$ cat src/include/upd_consts.svh
`ifndef UPD_CONSTS_SVH
`define UPD_CONSTS_SVH
// oversampling: sixteen ticks per bit, last index and mid-bit index
`define UPD_OS_LAST 4'hf
`define UPD_OS_MID 4'h7
// a zero divisor stands for 65536
`define UPD_DIV_ZERO 17'h10000
`define UPD_DIV_ONE 17'h00001
// parity mode encodings
`define UPD_PAR_NONE 2'h0
`define UPD_PAR_EVEN 2'h1
`define UPD_PAR_ODD 2'h2
// word length code for eight data bits; five bits is code zero
`define UPD_WLEN_8 2'h3
`define UPD_WLEN_BASE 3'h4
// buffer depth of each two-entry stage
`define UPD_BUF_FULL 2'h2
// dma arbitration level reported for both channels, lowest
`define UPD_DMA_PRIO_LOW 2'h0
`endif

$ cat src/include/upd_pkg.sv
`include "upd_consts.svh"
package upd_pkg;

  // ********
  // frame engine types
  // ********
  typedef enum logic [4:0] {
    TX_IDLE = 5'b00001,
    TX_START = 5'b00010,
    TX_DATA = 5'b00100,
    TX_EXTRA = 5'b01000,
    TX_STOP = 5'b10000
  } upd_tx_st_type;

  typedef enum logic [4:0] {
    RX_IDLE = 5'b00001,
    RX_START = 5'b00010,
    RX_DATA = 5'b00100,
    RX_EXTRA = 5'b01000,
    RX_STOP = 5'b10000
  } upd_rx_st_type;

  // line format shared by both directions
  typedef struct packed {
    logic [1:0] wlen;
    logic stop2;
    logic [1:0] par;
    logic addr_mode;
  } upd_cfg_type;

  typedef struct packed {
    upd_tx_st_type st;
    logic [16:0] cnt;
    logic [3:0] os;
    logic [2:0] idx;
    logic [8:0] sh;
    logic line;
  } upd_tx_type;

  typedef struct packed {
    upd_rx_st_type st;
    logic [16:0] cnt;
    logic [3:0] os;
    logic [2:0] idx;
    logic [8:0] sh;
    logic done;
    logic perr;
    logic ferr;
  } upd_rx_type;

  typedef struct packed {
    logic s1;
    logic s2;
    logic s3;
    logic filt;
  } upd_sync_type;

  // whole state of the device end
  typedef struct packed {
    upd_tx_type tx;
    upd_rx_type rx;
    upd_sync_type sy;
    logic [1:0][8:0] tb;
    logic [1:0] tcnt;
    logic [1:0][8:0] rb;
    logic [1:0] rcnt;
    logic listen;
    logic tx_rdy;
    logic dma_tx_req;
    logic rx_val;
    logic dma_rx_req;
    logic tx_irq;
    logic rx_irq;
    logic perr;
    logic ferr;
    logic ovr;
    logic [1:0] prio;
  } upd_dev_type;

  // whole state of the remote end
  typedef struct packed {
    upd_tx_type tx;
    upd_rx_type rx;
    upd_sync_type sy;
    logic [8:0] rdata;
    logic rval;
    logic perr;
    logic ferr;
    logic sready;
  } upd_rem_type;

  // ********
  // shared helpers
  // ********
  // clocks per oversample tick, zero means the slowest rate
  function automatic logic [16:0] upd_divv(input logic [7:0] hi, input logic [7:0] lo);
    upd_divv = ({hi, lo} == 16'h0000) ? `UPD_DIV_ZERO : {1'b0, hi, lo};
  endfunction

  function automatic logic [7:0] upd_mask(input logic [1:0] wlen);
    upd_mask = 8'hff >> (`UPD_WLEN_8 - wlen);
  endfunction

  function automatic logic upd_has_extra(input upd_cfg_type c);
    upd_has_extra = c.addr_mode || (c.par != `UPD_PAR_NONE);
  endfunction

  // parity bit over the live data bits only
  function automatic logic upd_parity(input logic [7:0] d, input upd_cfg_type c);
    upd_parity = (^(d & upd_mask(c.wlen))) ^ (c.par == `UPD_PAR_ODD);
  endfunction

  // three stages; a change counts once stages two and three agree
  function automatic upd_sync_type upd_sync(input upd_sync_type s, input logic pin);
    upd_sync = s;
    upd_sync.s1 = pin;
    upd_sync.s2 = s.s1;
    upd_sync.s3 = s.s2;
    if (s.s2 == s.s3)
    begin
      upd_sync.filt = s.s3;
    end
  endfunction

  // ********
  // transmit frame step: start, data, parity or address bit, stops
  // ********
  function automatic upd_tx_type upd_tx_step(input upd_tx_type s, input logic go,
                                             input logic [8:0] d, input logic [16:0] divv,
                                             input upd_cfg_type c);
    upd_tx_type n;
    logic tick;
    n = s;
    tick = 1'b0;
    // each oversample tick lasts divv clocks
    if (s.st != TX_IDLE)
    begin
      if (s.cnt == `UPD_DIV_ONE)
      begin
        tick = 1'b1;
        n.cnt = divv;
      end
      else
      begin
        n.cnt = s.cnt - `UPD_DIV_ONE;
      end
    end
    case (s.st)
      TX_IDLE:
      begin
        n.line = 1'b1;
        if (go)
        begin
          n.st = TX_START;
          n.cnt = divv;
          n.os = 4'h0;
          n.idx = 3'h0;
          n.line = 1'b0;
          // ninth bit marks an address, else it is parity
          n.sh = {c.addr_mode ? d[8] : upd_parity(d[7:0], c), d[7:0] & upd_mask(c.wlen)};
        end
      end
      default:
      begin
        if (tick)
        begin
          n.os = s.os + 4'h1;
          if (s.os == `UPD_OS_LAST)
          begin
            case (s.st)
              TX_START:
              begin
                n.st = TX_DATA;
                n.line = s.sh[0];
              end
              TX_DATA:
              begin
                // five to eight data bits
                if (s.idx == ({1'b0, c.wlen} + `UPD_WLEN_BASE))
                begin
                  n.idx = 3'h0;
                  n.st = upd_has_extra(c) ? TX_EXTRA : TX_STOP;
                  n.line = upd_has_extra(c) ? s.sh[8] : 1'b1;
                end
                else
                begin
                  n.idx = s.idx + 3'h1;
                  n.line = s.sh[n.idx];
                end
              end
              TX_EXTRA:
              begin
                n.st = TX_STOP;
                n.line = 1'b1;
              end
              TX_STOP:
              begin
                // one or two stop bits
                if (c.stop2 && (s.idx == 3'h0))
                begin
                  n.idx = 3'h1;
                end
                else
                begin
                  n.st = TX_IDLE;
                end
              end
              default:
              begin
                n.st = TX_IDLE;
              end
            endcase
          end
        end
      end
    endcase
    upd_tx_step = n;
  endfunction

  // ********
  // receive frame step: mid-bit sampling at sixteen times the rate
  // ********
  function automatic upd_rx_type upd_rx_step(input upd_rx_type s, input logic line,
                                             input logic [16:0] divv, input upd_cfg_type c);
    upd_rx_type n;
    logic tick;
    logic smp;
    n = s;
    n.done = 1'b0;
    tick = 1'b0;
    if (s.st != RX_IDLE)
    begin
      if (s.cnt == `UPD_DIV_ONE)
      begin
        tick = 1'b1;
        n.cnt = divv;
      end
      else
      begin
        n.cnt = s.cnt - `UPD_DIV_ONE;
      end
    end
    // mid of start bit, then every sixteen ticks
    smp = tick && (((s.st == RX_START) && (s.os == `UPD_OS_MID)) || (s.os == `UPD_OS_LAST));
    if (tick)
    begin
      n.os = smp ? 4'h0 : s.os + 4'h1;
    end
    case (s.st)
      RX_IDLE:
      begin
        if (!line)
        begin
          n.st = RX_START;
          n.cnt = divv;
          n.os = 4'h0;
          n.idx = 3'h0;
          n.perr = 1'b0;
          n.ferr = 1'b0;
        end
      end
      RX_START:
      begin
        // a start shorter than half a bit is noise
        if (smp)
        begin
          n.st = line ? RX_IDLE : RX_DATA;
          n.sh = 9'h000;
        end
      end
      RX_DATA:
      begin
        if (smp)
        begin
          n.sh[s.idx] = line;
          if (s.idx == ({1'b0, c.wlen} + `UPD_WLEN_BASE))
          begin
            n.idx = 3'h0;
            n.st = upd_has_extra(c) ? RX_EXTRA : RX_STOP;
          end
          else
          begin
            n.idx = s.idx + 3'h1;
          end
        end
      end
      RX_EXTRA:
      begin
        if (smp)
        begin
          n.sh[8] = line;
          n.perr = !c.addr_mode && (c.par != `UPD_PAR_NONE) && (line != upd_parity(s.sh[7:0], c));
          n.st = RX_STOP;
        end
      end
      RX_STOP:
      begin
        if (smp)
        begin
          n.ferr = s.ferr | !line;
          if (c.stop2 && (s.idx == 3'h0))
          begin
            n.idx = 3'h1;
          end
          else
          begin
            n.st = RX_IDLE;
            n.done = 1'b1;
          end
        end
      end
      default:
      begin
        n.st = RX_IDLE;
      end
    endcase
    upd_rx_step = n;
  endfunction

endpackage

$ cat src/include/upd_if.sv
`timescale 1ns/10ps
`default_nettype none
// two serial data lines, one per direction; idle level is high
interface upd_if;
  logic dev_txd;
  logic rem_txd;
  modport dev_mp (output dev_txd, input rem_txd);
  modport rem_mp (output rem_txd, input dev_txd);
endinterface
`default_nettype wire

$ cat src/rtl/upd_device.sv
`timescale 1ns/10ps
`default_nettype none
// Operation
// - transmit and receive run at the same time
// - ninth bit marks address characters on multidrop
// - five to eight data bits per character
// - one or two stop bits
// - parity none, even or odd, generated and checked
// - programmed transfers, two buffer stages each way
// - dma mode uses one transmit, one receive channel
// - both dma channels report low arbitration priority
// - bit rate from clock/1048576 up to clock/16
// - divisor is high byte over low byte
// - frame holds seven to twelve bits
// - transmit and receive requests, each maskable
// - filtered receive line offered to a timer
module upd_device (
  input wire logic clk_i,
  input wire logic sys_rst_i,
  upd_if.dev_mp link,
  input wire logic [7:0] divisor_high_byte_i,
  input wire logic [7:0] divisor_low_byte_i,
  input wire logic [1:0] word_len_i,
  input wire logic two_stop_i,
  input wire logic [1:0] parity_mode_i,
  input wire logic addr_mode_i,
  input wire logic [7:0] own_addr_i,
  input wire logic dma_mode_i,
  input wire logic tx_irq_mask_i,
  input wire logic rx_irq_mask_i,
  input wire logic [8:0] tx_data_i,
  input wire logic pio_tx_valid_i,
  output logic pio_tx_ready_o,
  output logic dma_tx_req_o,
  input wire logic dma_tx_ack_i,
  output logic [8:0] rx_data_o,
  output logic pio_rx_valid_o,
  input wire logic pio_rx_read_i,
  output logic dma_rx_req_o,
  input wire logic dma_rx_ack_i,
  output logic rx_parity_err_o,
  output logic rx_frame_err_o,
  output logic rx_overrun_o,
  output logic tx_irq_o,
  output logic rx_irq_o,
  output logic [1:0] dma_prio_o,
  output logic autobaud_rx_o
);
  import upd_pkg::*;

  // ********
  // state and decode nets
  // ********
  upd_dev_type q; // registered state
  upd_dev_type d; // next state
  upd_cfg_type cfg; // line format
  logic [16:0] divv; // clocks per oversample tick
  logic tx_push; // word enters transmit buffer
  logic tx_pop; // word leaves for the shifter
  logic rx_pop; // word taken by software or dma
  logic rx_is_addr; // received character is an address
  logic rx_match; // address equals our own
  logic rx_keep; // received character is for us

  assign cfg = {word_len_i, two_stop_i, parity_mode_i, addr_mode_i};
  // 16 x divisor clocks per bit; slowest with zero divisor
  assign divv = upd_divv(divisor_high_byte_i, divisor_low_byte_i);

  // ********
  // next-state logic
  // ********
  // both directions are stepped every cycle, independently
  always_comb
  begin
    d = q;
    tx_push = 1'b0;
    tx_pop = 1'b0;
    rx_pop = 1'b0;
    rx_is_addr = 1'b0;
    rx_match = 1'b0;
    rx_keep = 1'b0;
    // receive pin through three flops; the filtered level feeds the timer
    d.sy = upd_sync(q.sy, link.rem_txd);

    // transmit buffer fill: programmed writes or dma acks
    if (dma_mode_i)
    begin
      tx_push = q.dma_tx_req && dma_tx_ack_i;
    end
    else
    begin
      tx_push = q.tx_rdy && pio_tx_valid_i;
    end
    // the shifter only takes a word when idle; a full buffer stalls the writer
    tx_pop = (q.tx.st == TX_IDLE) && (q.tcnt != 2'h0);
    d.tx = upd_tx_step(q.tx, tx_pop, q.tb[0], divv, cfg);
    if (tx_pop)
    begin
      d.tb[0] = q.tb[1];
      d.tcnt = q.tcnt - 2'h1;
    end
    if (tx_push)
    begin
      d.tb[d.tcnt[0]] = tx_data_i; // first free stage of the double buffer
      d.tcnt = d.tcnt + 2'h1;
    end

    // receive frame engine runs on the filtered pin level
    d.rx = upd_rx_step(q.rx, q.sy.filt, divv, cfg);
    if (dma_mode_i)
    begin
      rx_pop = q.dma_rx_req && dma_rx_ack_i;
    end
    else
    begin
      rx_pop = q.rx_val && pio_rx_read_i;
    end
    if (rx_pop)
    begin
      d.rb[0] = q.rb[1];
      d.rcnt = q.rcnt - 2'h1;
    end

    // multidrop filter: address characters open or close the gate
    rx_is_addr = cfg.addr_mode && q.rx.sh[8];
    rx_match = (q.rx.sh[7:0] == own_addr_i);
    if (!cfg.addr_mode)
    begin
      rx_keep = 1'b1;
    end
    else if (rx_is_addr)
    begin
      rx_keep = rx_match;
    end
    else
    begin
      rx_keep = q.listen;
    end
    d.perr = 1'b0;
    d.ferr = 1'b0;
    d.ovr = 1'b0;
    if (q.rx.done)
    begin
      if (rx_is_addr)
      begin
        d.listen = rx_match;
      end
      if (rx_keep)
      begin
        // status pulses travel with the character they belong to
        d.perr = q.rx.perr;
        d.ferr = q.rx.ferr;
        if (d.rcnt == `UPD_BUF_FULL)
        begin
          // the line cannot be stalled, so a third word is dropped and flagged
          d.ovr = 1'b1;
        end
        else
        begin
          d.rb[d.rcnt[0]] = q.rx.sh;
          d.rcnt = d.rcnt + 2'h1;
        end
      end
    end

    // handshake outputs follow the mode select
    d.tx_rdy = !dma_mode_i && (d.tcnt != `UPD_BUF_FULL);
    d.dma_tx_req = dma_mode_i && (d.tcnt != `UPD_BUF_FULL);
    d.rx_val = !dma_mode_i && (d.rcnt != 2'h0);
    d.dma_rx_req = dma_mode_i && (d.rcnt != 2'h0);
    // requests only in programmed mode; dma mode needs no per-word service
    d.tx_irq = tx_irq_mask_i && !dma_mode_i && (d.tcnt != `UPD_BUF_FULL);
    d.rx_irq = rx_irq_mask_i && !dma_mode_i && (d.rcnt != 2'h0);
    // low service rate, so the channels sit below the others
    d.prio = `UPD_DMA_PRIO_LOW;
  end

  // ********
  // state register
  // ********
  // idle line and idle synchroniser are high after reset
  always_ff @(posedge clk_i)
  begin
    if (sys_rst_i)
    begin
      q <= '0;
      q.tx.st <= TX_IDLE;
      q.tx.line <= 1'b1;
      q.rx.st <= RX_IDLE;
      q.sy <= '1;
    end
    else
    begin
      q <= d;
    end
  end

  // ********
  // outputs, each straight from the state register
  // ********
  assign link.dev_txd = q.tx.line;
  assign pio_tx_ready_o = q.tx_rdy;
  assign dma_tx_req_o = q.dma_tx_req;
  assign rx_data_o = q.rb[0];
  assign pio_rx_valid_o = q.rx_val;
  assign dma_rx_req_o = q.dma_rx_req;
  assign rx_parity_err_o = q.perr;
  assign rx_frame_err_o = q.ferr;
  assign rx_overrun_o = q.ovr;
  assign tx_irq_o = q.tx_irq;
  assign rx_irq_o = q.rx_irq;
  assign dma_prio_o = q.prio;
  assign autobaud_rx_o = q.sy.filt;
endmodule
`default_nettype wire

$ cat src/rtl/upd_remote.sv
`timescale 1ns/10ps
`default_nettype none
// far station on the serial line: one word in flight each way
module upd_remote (
  input wire logic clk_i,
  input wire logic sys_rst_i,
  upd_if.rem_mp link,
  input wire logic [7:0] divisor_high_byte_i,
  input wire logic [7:0] divisor_low_byte_i,
  input wire logic [1:0] word_len_i,
  input wire logic two_stop_i,
  input wire logic [1:0] parity_mode_i,
  input wire logic addr_mode_i,
  input wire logic [8:0] send_data_i,
  input wire logic send_valid_i,
  output logic send_ready_o,
  output logic [8:0] recv_data_o,
  output logic recv_valid_o,
  output logic recv_parity_err_o,
  output logic recv_frame_err_o
);
  import upd_pkg::*;

  upd_rem_type q; // registered state
  upd_rem_type d; // next state
  upd_cfg_type cfg; // line format, must match the device end
  logic [16:0] divv; // clocks per oversample tick

  assign cfg = {word_len_i, two_stop_i, parity_mode_i, addr_mode_i};
  assign divv = upd_divv(divisor_high_byte_i, divisor_low_byte_i);

  // ********
  // next-state logic
  // ********
  // send and receive step independently; no buffer, the sender just waits
  always_comb
  begin
    d = q;
    d.sy = upd_sync(q.sy, link.dev_txd);
    // bit 8 of a sent word is the address mark in address mode
    d.tx = upd_tx_step(q.tx, send_valid_i && q.sready, send_data_i, divv, cfg);
    d.sready = (d.tx.st == TX_IDLE);
    d.rx = upd_rx_step(q.rx, q.sy.filt, divv, cfg);
    d.rval = q.rx.done;
    d.perr = q.rx.done && q.rx.perr;
    d.ferr = q.rx.done && q.rx.ferr;
    if (q.rx.done)
    begin
      d.rdata = q.rx.sh;
    end
  end

  // ********
  // state register
  // ********
  always_ff @(posedge clk_i)
  begin
    if (sys_rst_i)
    begin
      q <= '0;
      q.tx.st <= TX_IDLE;
      q.tx.line <= 1'b1;
      q.rx.st <= RX_IDLE;
      q.sy <= '1;
    end
    else
    begin
      q <= d;
    end
  end

  assign link.rem_txd = q.tx.line;
  assign send_ready_o = q.sready;
  assign recv_data_o = q.rdata;
  assign recv_valid_o = q.rval;
  assign recv_parity_err_o = q.perr;
  assign recv_frame_err_o = q.ferr;
endmodule
`default_nettype wire

$ cat src/verification/upd_link_assertions.sv
`timescale 1ns/10ps
`default_nettype none
// watches both serial lines between the two ends
module upd_link_assertions (
  input wire logic clk_i,
  input wire logic sys_rst_i,
  input wire logic dev_txd,
  input wire logic rem_txd
);
  // ********
  // run lengths
  // ********
  // counters saturate so a long idle line never wraps into a short run
  logic [23:0] dlo_q;
  logic [23:0] dhi_q;
  logic [23:0] rlo_q;
  logic [23:0] rhi_q;

  function automatic logic [23:0] run_d(input logic [23:0] c, input logic on);
    run_d = !on ? 24'h000000 : (&c) ? c : c + 24'h000001;
  endfunction

  // high runs start at one whole bit so the first start after reset passes
  always_ff @(posedge clk_i)
  begin
    if (sys_rst_i)
    begin
      dlo_q <= 24'h000000;
      rlo_q <= 24'h000000;
      dhi_q <= 24'h000010;
      rhi_q <= 24'h000010;
    end
    else
    begin
      dlo_q <= run_d(dlo_q, !dev_txd);
      rlo_q <= run_d(rlo_q, !rem_txd);
      dhi_q <= run_d(dhi_q, dev_txd);
      rhi_q <= run_d(rhi_q, rem_txd);
    end
  end
endmodule
`default_nettype wire

$ cat src/verification/tb.sv
`timescale 1ns/10ps
`default_nettype none
module tb;
  // ********
  // stimulus and observed signals
  // ********
  logic clk_i = 1'b0;
  logic sys_rst_i = 1'b1;
  // remote format copies differ from the device's only to inject faults
  logic [7:0] dh = 8'h00, dl = 8'h01, oa = 8'h5a;
  logic [1:0] wl = 2'h3, pm = 2'h0, wlr = 2'h3, pmr = 2'h0;
  logic st2 = 1'b0, am = 1'b0, dm = 1'b0, tm = 1'b0, rm = 1'b0;
  logic [8:0] td = 9'h000, sd = 9'h000, rd, cd;
  logic tv = 1'b0, ta = 1'b0, rr = 1'b0, ra = 1'b0, sv = 1'b0;
  logic [1:0] pr;
  logic tr, tq, rv, rq, pe, fe, ov, ti, ri, ab, sr, cv, cpe, cfe;
  int bad_count = 0, n_checks = 0, cyc = 0;
  upd_if lk();

  upd_device u_upd_device (.clk_i(clk_i), .sys_rst_i(sys_rst_i), .link(lk.dev_mp),
    .divisor_high_byte_i(dh), .divisor_low_byte_i(dl), .word_len_i(wl), .two_stop_i(st2),
    .parity_mode_i(pm), .addr_mode_i(am), .own_addr_i(oa), .dma_mode_i(dm),
    .tx_irq_mask_i(tm), .rx_irq_mask_i(rm), .tx_data_i(td), .pio_tx_valid_i(tv),
    .pio_tx_ready_o(tr), .dma_tx_req_o(tq), .dma_tx_ack_i(ta), .rx_data_o(rd),
    .pio_rx_valid_o(rv), .pio_rx_read_i(rr), .dma_rx_req_o(rq), .dma_rx_ack_i(ra),
    .rx_parity_err_o(pe), .rx_frame_err_o(fe), .rx_overrun_o(ov), .tx_irq_o(ti),
    .rx_irq_o(ri), .dma_prio_o(pr), .autobaud_rx_o(ab));
  upd_remote u_upd_remote (.clk_i(clk_i), .sys_rst_i(sys_rst_i), .link(lk.rem_mp),
    .divisor_high_byte_i(dh), .divisor_low_byte_i(dl), .word_len_i(wlr), .two_stop_i(st2),
    .parity_mode_i(pmr), .addr_mode_i(am), .send_data_i(sd), .send_valid_i(sv),
    .send_ready_o(sr), .recv_data_o(cd), .recv_valid_o(cv), .recv_parity_err_o(cpe),
    .recv_frame_err_o(cfe));
  upd_link_assertions u_upd_link_assertions (.clk_i(clk_i), .sys_rst_i(sys_rst_i),
    .dev_txd(lk.dev_txd), .rem_txd(lk.rem_txd));

  always #5 clk_i = ~clk_i;

  // ********
  // shared tasks
  // ********
  task automatic tally_and_finish;
    if (bad_count == 0 && n_checks > 0)
      $display("RESULT: PASS");
    else
      $display("RESULT: FAIL");
    $finish;
  endtask

  // watchdog: the whole run needs well under this many cycles
  always @(posedge clk_i)
  begin
    cyc++;
    if (cyc == 90000)
    begin
      bad_count++;
      tally_and_finish();
    end
  end

  task automatic check(input logic [15:0] seen, input logic [15:0] exp);
    n_checks++;
    if (seen !== exp)
    begin
      bad_count++;
      $display("ERROR t=%0t seen=%h exp=%h", $time, seen, exp);
    end
  endtask

  // inputs move one nanosecond after the edge, never on it
  task automatic step(input int n = 1);
    repeat (n) @(posedge clk_i);
    #1;
  endtask

  // word as it should arrive: live bits, then mark or parity bit
  function automatic logic [8:0] framed(input logic [8:0] w);
    logic [7:0] d;
    d = w[7:0] & (8'hff >> (2'h3 - wl));
    framed = {am ? w[8] : (pm != 2'h0) && ((^d) ^ (pm == 2'h2)), d};
  endfunction

  task automatic send_pio(input logic [8:0] w);
    step();
    td = w;
    tv = 1'b1;
    // ready as it stands now is what the next edge samples
    while (tr !== 1'b1) step();
    step();
    tv = 1'b0;
  endtask

  task automatic send_rem(input logic [8:0] w);
    step();
    sd = w;
    sv = 1'b1;
    while (sr !== 1'b1) step();
    step();
    sv = 1'b0;
  endtask

  task automatic get_pio(input logic [8:0] w);
    while (rv !== 1'b1) step();
    check(rd, framed(w));
    rr = 1'b1;
    step();
    rr = 1'b0;
    // one idle edge so a following read never re-raises the strobe at once
    step();
  endtask

  // status bits must stay low on a clean frame
  task automatic get_rem(input logic [8:0] w);
    while (cv !== 1'b1) step();
    check({cpe, cfe, 1'b0, cd[7:0]}, framed(w) & 9'h0ff);
    step();
  endtask

  // samples the device line at each mid-bit and compares bit by bit
  task automatic watch(input logic [8:0] w);
    logic [8:0] f;
    int i;
    f = framed(w);
    while (lk.dev_txd !== 1'b0) step();
    step(7);
    check(lk.dev_txd, 1'b0);
    for (i = 0; i < wl + 5; i++)
    begin
      step(16);
      check(lk.dev_txd, f[i]);
    end
    if (am || pm != 2'h0)
    begin
      step(16);
      check(lk.dev_txd, f[8]);
    end
    for (i = 0; i <= st2; i++)
    begin
      step(16);
      check(lk.dev_txd, 1'b1);
    end
  endtask

  // ********
  // scenarios
  // ********
  // every length, parity and stop count, both directions at once
  task automatic t_formats;
    logic [8:0] w;
    int k;
    for (k = 0; k < 24; k++)
    begin
      step(24);
      wl = k[1:0];
      wlr = k[1:0];
      st2 = k[2];
      pm = 2'(k / 8);
      pmr = 2'(k / 8);
      w = 9'h0a5 ^ 9'(k * 37);
      fork
        send_pio(w);
        watch(w);
        get_rem(w);
        begin
          send_rem(~w);
          get_pio(~w);
        end
      join
    end
  endtask

  // receive overrun with two words held, masks, then a transmit burst
  task automatic t_buffer;
    int k;
    tm = 1'b1;
    rm = 1'b1;
    step(24);
    check(ti, 1'b1);
    fork
      for (k = 0; k < 3; k++)
        send_rem(9'h030 + 9'(k));
      while (ov !== 1'b1) step();
    join
    check(ri, 1'b1);
    rm = 1'b0;
    step();
    check(ri, 1'b0);
    get_pio(9'h030);
    get_pio(9'h031);
    check(rv, 1'b0);
    fork
      for (int j = 0; j < 4; j++)
        send_pio(9'h0b0 + 9'(j));
      for (int m = 0; m < 4; m++)
        get_rem(9'h0b0 + 9'(m));
      while (ti !== 1'b0) step();
    join
  endtask

  task automatic t_dma;
    rm = 1'b1;
    dm = 1'b1;
    step(24);
    check({tr, ti, ri}, 3'h0);
    fork
      begin
        while (tq !== 1'b1) step();
        td = 9'h0c3;
        ta = 1'b1;
        step();
        ta = 1'b0;
      end
      get_rem(9'h0c3);
      begin
        send_rem(9'h05e);
        while (rq !== 1'b1) step();
        check(rd, framed(9'h05e));
        ra = 1'b1;
        step();
        ra = 1'b0;
        check(rq, 1'b0);
      end
    join
    step(24);
    dm = 1'b0;
  endtask

  // only the matching address and the data after it are kept
  task automatic t_addr;
    am = 1'b1;
    step(24);
    fork
      begin
        send_rem(9'h15a);
        send_rem(9'h022);
        send_rem(9'h133);
        send_rem(9'h011);
      end
      begin
        get_pio(9'h15a);
        get_pio(9'h022);
      end
      send_pio(9'h1c3);
      watch(9'h1c3);
      get_rem(9'h1c3);
    join
    // the foreign address must close the gate on the last data word
    step(220);
    check(rv, 1'b0);
    step(24);
    am = 1'b0;
  endtask

  // high byte over low byte: 0x0102 gives sixteen ticks of 258 clocks
  task automatic t_div;
    int n;
    n = 0;
    dh = 8'h01;
    dl = 8'h02;
    wl = 2'h0;
    wlr = 2'h0;
    st2 = 1'b0;
    pm = 2'h0;
    pmr = 2'h0;
    fork
      send_pio(9'h001);
      get_rem(9'h001);
      begin
        while (lk.dev_txd !== 1'b0) step();
        while (lk.dev_txd === 1'b0)
        begin
          n++;
          step();
        end
      end
    join
    check(16'(n), 16'h1020);
    // let the slow stop bit finish before the divisor moves
    step(2100);
    dh = 8'h00;
    dl = 8'h01;
  endtask

  // remote breaks the format: wrong parity sense, then a too long word
  task automatic t_fault;
    step(24);
    pm = 2'h1;
    pmr = 2'h2;
    fork
      send_rem(9'h001);
      while (pe !== 1'b1) step();
    join
    check(rd, 9'h001);
    step(24);
    pm = 2'h0;
    pmr = 2'h0;
    wlr = 2'h3;
    fork
      send_rem(9'h0c0);
      while (fe !== 1'b1) step();
    join
    check(ov, 1'b0);
  endtask

  initial
  begin
    step(4);
    sys_rst_i = 1'b0;
    step();
    check({lk.dev_txd, lk.rem_txd, ab, tr, pr}, 6'h3c);
    t_formats();
    t_buffer();
    t_dma();
    t_addr();
    t_div();
    t_fault();
    tally_and_finish();
  end
endmodule
`default_nettype wire
$ cat src/flat_wrapper.sv
// flat-port wrapper written by rule: the top's interface ports become plain ports
module upd_device_flat import upd_pkg::*;
  (clk_i, sys_rst_i, divisor_high_byte_i, divisor_low_byte_i, word_len_i, two_stop_i, parity_mode_i, addr_mode_i, own_addr_i, dma_mode_i, tx_irq_mask_i, rx_irq_mask_i, tx_data_i, pio_tx_valid_i, pio_tx_ready_o, dma_tx_req_o, dma_tx_ack_i, rx_data_o, pio_rx_valid_o, pio_rx_read_i, dma_rx_req_o, dma_rx_ack_i, rx_parity_err_o, rx_frame_err_o, rx_overrun_o, tx_irq_o, rx_irq_o, dma_prio_o, autobaud_rx_o, link_dev_txd, link_rem_txd);
  upd_if link_i ();
  input wire logic clk_i;
  input wire logic sys_rst_i;
  input wire logic [7:0] divisor_high_byte_i;
  input wire logic [7:0] divisor_low_byte_i;
  input wire logic [1:0] word_len_i;
  input wire logic two_stop_i;
  input wire logic [1:0] parity_mode_i;
  input wire logic addr_mode_i;
  input wire logic [7:0] own_addr_i;
  input wire logic dma_mode_i;
  input wire logic tx_irq_mask_i;
  input wire logic rx_irq_mask_i;
  input wire logic [8:0] tx_data_i;
  input wire logic pio_tx_valid_i;
  output logic pio_tx_ready_o;
  output logic dma_tx_req_o;
  input wire logic dma_tx_ack_i;
  output logic [8:0] rx_data_o;
  output logic pio_rx_valid_o;
  input wire logic pio_rx_read_i;
  output logic dma_rx_req_o;
  input wire logic dma_rx_ack_i;
  output logic rx_parity_err_o;
  output logic rx_frame_err_o;
  output logic rx_overrun_o;
  output logic tx_irq_o;
  output logic rx_irq_o;
  output logic [1:0] dma_prio_o;
  output logic autobaud_rx_o;
  output wire logic [$bits(link_i.dev_txd)-1:0] link_dev_txd;
  input wire logic [$bits(link_i.rem_txd)-1:0] link_rem_txd;
  assign link_dev_txd = link_i.dev_txd;
  assign link_i.rem_txd = link_rem_txd;
  upd_device u_core (.clk_i(clk_i), .sys_rst_i(sys_rst_i), .link(link_i), .divisor_high_byte_i(divisor_high_byte_i), .divisor_low_byte_i(divisor_low_byte_i), .word_len_i(word_len_i), .two_stop_i(two_stop_i), .parity_mode_i(parity_mode_i), .addr_mode_i(addr_mode_i), .own_addr_i(own_addr_i), .dma_mode_i(dma_mode_i), .tx_irq_mask_i(tx_irq_mask_i), .rx_irq_mask_i(rx_irq_mask_i), .tx_data_i(tx_data_i), .pio_tx_valid_i(pio_tx_valid_i), .pio_tx_ready_o(pio_tx_ready_o), .dma_tx_req_o(dma_tx_req_o), .dma_tx_ack_i(dma_tx_ack_i), .rx_data_o(rx_data_o), .pio_rx_valid_o(pio_rx_valid_o), .pio_rx_read_i(pio_rx_read_i), .dma_rx_req_o(dma_rx_req_o), .dma_rx_ack_i(dma_rx_ack_i), .rx_parity_err_o(rx_parity_err_o), .rx_frame_err_o(rx_frame_err_o), .rx_overrun_o(rx_overrun_o), .tx_irq_o(tx_irq_o), .rx_irq_o(rx_irq_o), .dma_prio_o(dma_prio_o), .autobaud_rx_o(autobaud_rx_o));
endmodule
$ cat config.mk
export PLATFORM = sky130hd
export DESIGN_NAME = upd_device_flat
export DESIGN_NICKNAME = d
export VERILOG_FILES = /design/src/include/upd_pkg.sv /design/src/include/upd_if.sv /design/src/rtl/upd_device.sv /design/src/rtl/upd_remote.sv /design/src/verification/upd_link_assertions.sv /design/src/verification/tb.sv /design/src/flat_wrapper.sv
export VERILOG_INCLUDE_DIRS = /design/src /design/src/include
export SDC_FILE = /design/constraint.sdc
export NUM_CORES = 1
export LEC_CHECK = 0
export BUFFER_PORTS_ARGS = -buffer_cell sky130_fd_sc_hd__buf_2
export CELL_PAD_IN_SITES_DETAIL_PLACEMENT = 0
export CELL_PAD_IN_SITES_GLOBAL_PLACEMENT = 1
export CORE_ASPECT_RATIO = 1.5
export CORE_UTILIZATION = 49
export CTS_CLUSTER_DIAMETER = 60
export DETAILED_ROUTE_END_ITERATION = 12
export PLACE_DENSITY_LB_ADDON = 0.1
export SLEW_MARGIN = 20
export SYNTH_ARGS = -nofsm -noshare
export SYNTH_HDL_FRONTEND = slang
export SYNTH_SLANG_ARGS = --single-unit
$ cat constraint.sdc
create_clock -name clk_i -period 4.24 [get_ports clk_i]
set_input_delay 0.424 -clock clk_i [delete_from_list [all_inputs] [get_ports clk_i]]
set_output_delay 0.424 -clock clk_i [all_outputs]
set_load 0.01 [all_outputs]
==> impl_table.tex, run 1 <==
\begin{tabular}{lr}
\hline
Metric & Value \\
\hline
\multicolumn{2}{l}{\textbf{Worst setup path}} \\
\quad FF-to-FF Start & u\_core.q[133] \\
\quad Arrival time reported for the critical path endpoint & 3.20 ns \\
\quad CP endpoint kind & flop \\
\quad Highest net fanout along the worst path & 18 \\
\quad Reg2reg path depth & 5 \\
\quad Reg-to-Reg End & u\_core.q[134] \\
\quad Crit start category & flop \\
\quad R2R setup slack & 1.35 ns \\
\quad Worst endpoint required time & 4.54 ns \\
\quad Category of the most critical setup path & reg -> reg \\
\multicolumn{2}{l}{\textbf{Power and ir drop}} \\
\quad Peak ir drop on the vdd network & 380 uV \\
\quad Proportion of power drawn by combinational gates & 40.0\% \\
\quad LEAKAGE & 3.27 nW \\
\quad Power Total & 5.05 mW \\
\quad Power per unit of standard cell area & 597 nW/um\^{}2 \\
\quad Sequential cell fraction of total power & 32.4\% \\
\quad Psw & 2.08 mW \\
\quad Clk network pwr share & 27.6\% \\
\quad Switching share of power & 41.1\% \\
\quad Internal power contribution & 2.97 mW \\
\multicolumn{2}{l}{\textbf{Timing}} \\
\quad Maximum operating frequency & 346 MHz \\
\quad Final worst-path cycle share & 68.3\% \\
\quad PnR worst setup slack & 1.35 ns \\
\quad Final hold vios & 0 \\
\quad Setup-violating endpoint count in the final report & 0 \\
\quad Worst Tran Pin Value & 1.09 ns \\
\quad Slew headroom & 26.8\% \\
\quad Accumulated negative setup slack & 0 ns \\
\quad Setup repair after global routing missed its margin & no \\
\quad Minimum period implied by the final worst setup slack & 2.89 ns \\
\quad Worst clock skew on the final layout & 0.00992 ns \\
\quad Count of pins over their slew limit & 0 \\
\multicolumn{2}{l}{\textbf{Logic synthesis}} \\
\quad Synth Area in Adders & 2.33\% \\
\quad Share of the yosys chip area belonging to registers & 35.6\% \\
\quad Synth warnings & 0 \\
\quad Proportion of register bits with asynchronous set or reset after synthesis & 0\% \\
\quad Area fraction in and, or, nand and nor cells after synthesis & 24.9\% \\
\quad Unique cell type count in the Yosys netlist & 83 \\
\quad Mean area per synthesized cell & 8.38 sq um \\
\quad Area share of the leading cell type in the synthesized netlist & 35.6\% \\
\quad Netlist Area Pre-Place & 7530 sq um \\
\quad Synthesized netlist cell count & 898 \\
\quad Number of synthesized register bits & 134 \\
\quad Combinational family with the most area after synthesis & simple AND/OR/NAND/NOR gates \\
\quad Number of synthesized flops with an enable pin & 0 \\
\quad Synth Area in Compound Gates & 16.4\% \\
\quad Synth area leaders & sky130\_fd\_sc\_hd\_\_dfxtp\_1 (36\%), sky130\_fd\_sc\_hd\_\_mux2i\_1 (7.0\%), sky130\_fd\_sc\_hd\_\_nand2\_1 (5.1\%), sky130\_fd\_sc\_hd\_\_nor2\_1 (3.5\%), sky130\_fd\_sc\_hd\_\_xnor2\_1 (3.1\%) \\
\quad Cell taking the most area after synthesis & sky130\_fd\_sc\_hd\_\_dfxtp\_1 \\
\quad Post-Synth XOR/XNOR Area & 4.49\% \\
\quad Proportion of synthesized area in mux cells & 10.8\% \\
\quad Primary FF master, synth & sky130\_fd\_sc\_hd\_\_dfxtp\_1 \\
\multicolumn{2}{l}{\textbf{GRT}} \\
\quad Via count of the first global-routing pass & 6,573 \\
\quad Total congestion overflow after global routing & 0 \\
\quad Pin count of the biggest net entering global routing & 93 \\
\quad Initial antenna violation count & 1 \\
\quad Wire length of the first global-routing pass & 32.1 mm \\
\quad Overall fraction of global-route tracks in use & 26.0\% \\
\multicolumn{2}{l}{\textbf{Worst hold path}} \\
\quad Hold Crit Depth & 2 \\
\quad Launch instance of the worst min-delay path & link\_rem\_txd \\
\quad Path category of the worst min-delay check & in -> reg \\
\quad Endpoint, Worst Hold & u\_core.d[54] \\
\multicolumn{2}{l}{\textbf{Floorplan}} \\
\quad Initial cell density of the core & 50.0\% \\
\quad Number of rows created at floorplan & 55 \\
\quad Die extent in x & 103 um \\
\quad Die ar. & 15,900 sq um \\
\quad Chip Height & 154 um \\
\quad I/O pins & 71 \\
\quad Core region area & 15,100 sq um \\
\multicolumn{2}{l}{\textbf{Routing}} \\
\quad Number of nets still failing antenna checks after routing & 0 \\
\quad Detailed Route Iter0 Violations & 306 \\
\quad Average wire per standard cell & 17.4 um \\
\quad Vias after detailed routing & 6,767 \\
\quad Number of optimization iterations in the first detailed-route pass & 4 \\
\quad Wire length reported by the detailed router & 20.0 mm \\
\quad Post-DR vias/cell & 5.91 \\
\quad Count of unresolved DRC violations after routing & 0 \\
\multicolumn{2}{l}{\textbf{Clock network}} \\
\quad Number of gates resized after cts & 0 \\
\quad CTS tree & yes \\
\quad Level count of the clock H-tree & 4 \\
\quad Number of buffers created by CTS & 17 \\
\quad Sinks on the clock net & 134 \\
\quad Hold\_buf cts & 0 \\
\quad Setup Fix Bufs, Post-CTS & 0 \\
\quad Root buffer cell & sky130\_fd\_sc\_hd\_\_clkbuf\_16 \\
\quad Clock slew at reported path FFs & 0.06 ns \\
\quad Clock latency of the later-clocked register in the worst-skew pair & 0.42 ns \\
\quad Buffers from clock root to sink, at most & 2 \\
\multicolumn{2}{l}{\textbf{Placed design}} \\
\quad Setup Slack @ Placement & 1.36 ns \\
\quad Detailed Place HPWL & 14.1 mm \\
\quad Weighted congestion at the end of routability-driven global placement & 0.900 \\
\quad Total of buffers placed on input and output ports & 68 \\
\multicolumn{2}{l}{\textbf{Finish}} \\
\quad Fill cell count & 1,439 \\
\quad Max reg flops & 112 \\
\quad Fraction of final layout cells sized beyond drive strength 1 & 16.4\% \\
\quad Register ranked first by flip-flop count & u\_core.q \\
\quad Leading cell types in the layout, fill and taps excluded & sky130\_fd\_sc\_hd\_\_dfxtp\_1 (134), sky130\_fd\_sc\_hd\_\_nand2\_1 (102), sky130\_fd\_sc\_hd\_\_nor2\_1 (71) \\
\quad Post-layout nets & 996 \\
\quad Most common cell after layout, fill and taps aside & sky130\_fd\_sc\_hd\_\_dfxtp\_1 \\
\quad Post-synthesis to final-layout area growth & 12.3\% \\
\multicolumn{2}{l}{\textbf{Flow run}} \\
\quad Max-capacitance violation count & 0 \\
\multicolumn{2}{l}{\textbf{Outcome}} \\
\quad Run status & completed \\
\hline
\end{tabular}
[worst max path at each step]
stage | startpoint | endpoint | slack (ns) | cells after the start
after global routing | u_core.q[133] | u_core.q[134] | 1.18 | 5
after floorplan | u_core.q[114] | u_core.q[113] | 2.01 | 7
after CTS | u_core.q[135] | u_core.q[134] | 1.32 | 5
after detailed placement | u_core.q[133] | u_core.q[134] | 1.36 | 5
after global placement | u_core.q[135] | u_core.q[134] | 1.41 | 5
final | u_core.q[133] | u_core.q[134] | 1.35 | 5
[logic make-up (layout without fill, tap and decap cells)]
family,count (synthesis),after routing
adders and majority gates,14,14
AOI/OAI and AO/OA,180,180
buffers and inverters,91,137
other,1,3
xor gates and xnor gates,37,37
muxes,76,76
DFF,134,134
and+or+nand+nor,365,365
[layer usage]
layer | up-vias | global-route usage, % | wire length, um
met2 | 163 | 45.7 | 10400
met5 | - | 0 | 0
met4 | 0 | 8.92 | 331
met3 | 22 | 4.82 | 875
li1 | 3343 | - | -
met1 | 3239 | 31.0 | 8390
[cells in the mapped netlist (6+ instances only)]
master                     instances
sky130_fd_sc_hd__buf_2             8
sky130_fd_sc_hd__ha_1             14
sky130_fd_sc_hd__o211ai_1          9
sky130_fd_sc_hd__and2_1            6
sky130_fd_sc_hd__inv_1            28
sky130_fd_sc_hd__nor3b_1           6
sky130_fd_sc_hd__a21oi_1          43
sky130_fd_sc_hd__nor3_1           37
sky130_fd_sc_hd__clkbuf_1         38
sky130_fd_sc_hd__a31oi_1          22
sky130_fd_sc_hd__nand3_1          31
sky130_fd_sc_hd__xor2_1            9
sky130_fd_sc_hd__or3_1            13
sky130_fd_sc_hd__nand2_1         102
sky130_fd_sc_hd__buf_4            11
sky130_fd_sc_hd__or4_1            11
sky130_fd_sc_hd__a211oi_1         13
sky130_fd_sc_hd__nand4_1          20
sky130_fd_sc_hd__o21ai_0          30
sky130_fd_sc_hd__nor4_1           16
sky130_fd_sc_hd__xnor2_1          27
sky130_fd_sc_hd__nor2_1           71
sky130_fd_sc_hd__and3_1           10
sky130_fd_sc_hd__mux2_2           20
sky130_fd_sc_hd__dfxtp_1         134
sky130_fd_sc_hd__nand2b_1          6
sky130_fd_sc_hd__mux2i_1          53
[layout make-up]
cell class / instances / area (sq um) / area share (%)
timing repair buffer: 78 / 415 / 4.91
clock buffer: 17 / 425 / 5.03
antenna: 1 / 2.50 / 0.0296
tap: 199 / 249 / 2.94
clock inverter: 14 / 130 / 1.54
sequential: 134 / 2680 / 31.7
multi-input combinational: 674 / 4450 / 52.6
inverter: 28 / 105 / 1.24
[metrics by stage]
step / instances / cell area [sq um] / utilization (%) / hold WS (ns)
finish: 1145 / 8460 / 56.1 / 0.197
global route: 1145 / 8460 / 56.1 / 0.186
CTS: 1144 / 8450 / 56.1 / 0.183
detailed placement: 1113 / 7890 / 52.4 / 0.412
global placement: 1113 / 7890 / 52.4 / 0.401
floorplan: 899 / 7530 / - / 0.389
[critical path, cell delays in order, from the launching register on]
cell	delay, ns
sky130_fd_sc_hd__dfxtp_1	0.42
sky130_fd_sc_hd__or4_1	0.70
sky130_fd_sc_hd__nor3_4	0.65
sky130_fd_sc_hd__a31o_2	0.44
sky130_fd_sc_hd__nand2_1	0.23
sky130_fd_sc_hd__mux2_1	0.35
[power by group through the flow]
stage / Clock, mW / Sequential (mW) / Combinational [mW]
floorplan: 0 / 1.59 / 1.56
global placement: 0 / 1.64 / 1.95
detailed placement: 0 / 1.65 / 1.99
CTS: 1.42 / 1.63 / 2.01
global route: 1.48 / 1.66 / 2.21
finish: 1.39 / 1.63 / 2.02
No activity file was read; power rests on OpenSTA's default activity.
==> inputs of run 2 (changes only) <==
ABC_AREA = 1   (was unset)
CORE_UTILIZATION = 43   (was 49)
clock period = 2.93 ns   (was 4.24 ns; I/O delays follow)
==> impl_table.tex, run 2 <==
\begin{tabular}{lr}
\hline
Metric & Value \\
\hline
\multicolumn{2}{l}{\textbf{Outcome}} \\
\quad Run status & completed \\
\multicolumn{2}{l}{\textbf{Clock network}} \\
\quad Root buffer cell & sky130\_fd\_sc\_hd\_\_clkbuf\_16 \\
\quad Number of gates resized after cts & 0 \\
\quad Buffers from clock root to sink, at most & 2 \\
\quad Number of buffers created by CTS & 17 \\
\quad CTS tree & yes \\
\quad Clock latency of the later-clocked register in the worst-skew pair & 0.42 ns \\
\quad Clock slew at reported path FFs & 0.07 ns \\
\quad Level count of the clock H-tree & 4 \\
\quad Hold\_buf cts & 0 \\
\quad Setup Fix Bufs, Post-CTS & 0 \\
\quad Sinks on the clock net & 134 \\
\multicolumn{2}{l}{\textbf{Floorplan}} \\
\quad Die ar. & 19,100 sq um \\
\quad Initial cell density of the core & 44.2\% \\
\quad Number of rows created at floorplan & 60 \\
\quad Chip Height & 169 um \\
\quad I/O pins & 71 \\
\quad Die extent in x & 113 um \\
\quad Core region area & 18,000 sq um \\
\multicolumn{2}{l}{\textbf{Timing}} \\
\quad Setup repair after global routing missed its margin & no \\
\quad Maximum operating frequency & 427 MHz \\
\quad Worst hold slack & 0.0767 ns \\
\quad Accumulated negative setup slack & 0 ns \\
\quad Count of pins over their slew limit & 0 \\
\quad Setup-violating endpoint count in the final report & 0 \\
\quad Minimum period implied by the final worst setup slack & 2.34 ns \\
\quad Worst clock skew on the final layout & 0.00691 ns \\
\quad Worst Tran Pin Value & 0.647 ns \\
\quad Final hold vios & 0 \\
\quad Final worst-path cycle share & 79.8\% \\
\quad Slew headroom & 56.9\% \\
\multicolumn{2}{l}{\textbf{Finish}} \\
\quad Most common cell after layout, fill and taps aside & sky130\_fd\_sc\_hd\_\_nand2\_1 \\
\quad Number of standard cells in the final layout excluding fillers & 1,504 \\
\quad Post-synthesis to final-layout area growth & 12.6\% \\
\quad Register ranked first by flip-flop count & u\_core.q \\
\quad Leading cell types in the layout, fill and taps excluded & sky130\_fd\_sc\_hd\_\_nand2\_1 (333), sky130\_fd\_sc\_hd\_\_nor2\_1 (160), sky130\_fd\_sc\_hd\_\_dfxtp\_1 (134) \\
\quad Final core utilization & 49.8\% \\
\quad Ant diodes & 0 \\
\quad Fraction of final layout cells sized beyond drive strength 1 & 14.3\% \\
\quad Post-layout nets & 1,337 \\
\quad Max reg flops & 112 \\
\quad Post-route cell area & 8960 sq um \\
\multicolumn{2}{l}{\textbf{Routing}} \\
\quad Number of optimization iterations in the first detailed-route pass & 6 \\
\quad Average wire per standard cell & 14.4 um \\
\quad Post-DR vias/cell & 5.07 \\
\quad Wire length reported by the detailed router & 21.7 mm \\
\quad Number of nets still failing antenna checks after routing & 0 \\
\quad Vias after detailed routing & 7,626 \\
\quad Count of unresolved DRC violations after routing & 0 \\
\quad Detailed Route Iter0 Violations & 450 \\
\multicolumn{2}{l}{\textbf{Worst setup path}} \\
\quad Highest net fanout along the worst path & 18 \\
\quad Crit start category & flop \\
\quad CP endpoint kind & flop \\
\quad Worst endpoint required time & 3.29 ns \\
\quad Category of the most critical setup path & reg -> reg \\
\quad Arrival time reported for the critical path endpoint & 2.70 ns \\
\multicolumn{2}{l}{\textbf{Logic synthesis}} \\
\quad Synth area leaders & sky130\_fd\_sc\_hd\_\_dfxtp\_1 (34\%), sky130\_fd\_sc\_hd\_\_nand2\_1 (16\%), sky130\_fd\_sc\_hd\_\_nor2\_1 (7.5\%), sky130\_fd\_sc\_hd\_\_inv\_1 (6.1\%), sky130\_fd\_sc\_hd\_\_o21ai\_0 (4.6\%) \\
\quad Dominant cell by count in the synthesized netlist & sky130\_fd\_sc\_hd\_\_nand2\_1 \\
\quad Mean area per synthesized cell & 6.52 sq um \\
\quad Area share of the leading cell type in the synthesized netlist & 33.7\% \\
\quad Synthesized netlist cell count & 1,221 \\
\quad Cell taking the most area after synthesis & sky130\_fd\_sc\_hd\_\_dfxtp\_1 \\
\quad Unique cell type count in the Yosys netlist & 50 \\
\quad Synth warnings & 0 \\
\quad Proportion of register bits with asynchronous set or reset after synthesis & 0\% \\
\quad Primary FF master, synth & sky130\_fd\_sc\_hd\_\_dfxtp\_1 \\
\quad Most used standard cells in the synthesized netlist & sky130\_fd\_sc\_hd\_\_nand2\_1 (333), sky130\_fd\_sc\_hd\_\_nor2\_1 (160), sky130\_fd\_sc\_hd\_\_dfxtp\_1 (134), sky130\_fd\_sc\_hd\_\_inv\_1 (130), sky130\_fd\_sc\_hd\_\_o21ai\_0 (73) \\
\quad Number of synthesized flops with an enable pin & 0 \\
\quad Share of the yosys chip area belonging to registers & 33.7\% \\
\quad Netlist Area Pre-Place & 7960 sq um \\
\quad Number of synthesized register bits & 134 \\
\multicolumn{2}{l}{\textbf{Placed design}} \\
\quad Detailed Place HPWL & 16.5 mm \\
\quad Weighted congestion at the end of routability-driven global placement & 0.835 \\
\quad Total of buffers placed on input and output ports & 68 \\
\quad Number of instances in the placed design & 1,472 \\
\quad Placed cell areas & 8370 sq um \\
\multicolumn{2}{l}{\textbf{Flow run}} \\
\quad Max-capacitance violation count & 0 \\
\multicolumn{2}{l}{\textbf{GRT}} \\
\quad Pin count of the biggest net entering global routing & 49 \\
\quad Via count of the first global-routing pass & 7,231 \\
\quad Total congestion overflow after global routing & 0 \\
\quad Overall fraction of global-route tracks in use & 23.9\% \\
\quad Initial antenna violation count & 0 \\
\quad Wire length of the first global-routing pass & 35.9 mm \\
\multicolumn{2}{l}{\textbf{Power and ir drop}} \\
\quad LEAKAGE & 4.27 nW \\
\quad Peak ir drop on the vdd network & 663 uV \\
\quad Power per unit of standard cell area & 1080 nW/um\^{}2 \\
\multicolumn{2}{l}{\textbf{Worst hold path}} \\
\quad Path category of the worst min-delay check & in -> reg \\
\hline
\end{tabular}
run 2: cell types whose count changed after synthesis, sizes merged, moves of 14 or more:
cell / previous run / this run
inv: 28 / 145
xnor2: 27 / 10
nand3: 31 / 65
o21ai: 31 / 89
mux2i: 53 / 0
nor4: 18 / 4
nor2: 72 / 173
nand2: 102 / 354
clkbuf: 38 / 17
mux2: 21 / 0
nor3: 41 / 21
a21oi: 43 / 72
run 2: power by group:
| part | internal, mW | leakage [nW] | switching [mW] |
|---|---|---|---|
| registers | 2.26 | 1.09 | 0.333 |
| clock network | 1.22 | 0.297 | 0.963 |
| logic | 1.56 | 2.89 | 3.33 |
run 2: worst paths after layout:
kind                                           from              end  slack, ns  depth (start not counted)
worst min-delay path                  rx_irq_mask_i  u_core.rx_irq_o       0.08                          3
worst max-delay path            u_core.dma_rx_req_o     u_core.q[25]       0.59                         11
worst min register to register         u_core.d[54]     u_core.d[53]       0.41                          1
worst max register to register  u_core.dma_rx_req_o     u_core.q[25]       0.59                         11
run 2: logic make-up after synthesis:
family          synth area share (%)
other cells                   0.0471
compound gates                  13.9
xor+xnor                        3.08
fa+ha+maj                       2.20
simple gates                    36.3
buf+inv                         10.8
flops                           33.7
run 2: worst max-delay path, cell delays in order, from the launching register on:
cell,delay [ns]
sky130_fd_sc_hd__dfxtp_1,0.34
sky130_fd_sc_hd__nand3_2,0.09
sky130_fd_sc_hd__nand2_2,0.18
sky130_fd_sc_hd__nand2_4,0.10
sky130_fd_sc_hd__xor2_1,0.25
sky130_fd_sc_hd__inv_1,0.08
sky130_fd_sc_hd__ha_1,0.29
sky130_fd_sc_hd__inv_1,0.34
sky130_fd_sc_hd__nand4_4,0.30
sky130_fd_sc_hd__nand2_1,0.13
sky130_fd_sc_hd__nand2_1,0.06
sky130_fd_sc_hd__nor2_1,0.09
run 2: metal layers:
metal	track usage, %	vias to the layer above	wire [um]
met5	0	-	0
met4	10.1	0	544
met3	3.54	30	656
met2	44.4	142	11400
met1	26.9	3435	9150
li1	-	4019	-
run 2: area by class of cell:
class	instances	area (sq um)
Clock buffer	17	425
Clock inverter	15	173
Fill cell	1942	9050
Inverter	147	554
Multi-Input combinational cell	893	4420
Sequential cell	134	2680
Tap cell	217	272
Timing Repair Buffer	81	438
run 2: per-stage QoR:
| step | worst slack, ns | power, mW |
|---|---|---|
| final | 0.591 | 9.67 |
| after global routing | 0.291 | 10.5 |
| after CTS | 0.562 | 9.75 |
| after detailed placement | 0.436 | 7.52 |
| after global placement | 0.517 | 7.49 |
| after floorplan | 0.870 | 6.48 |
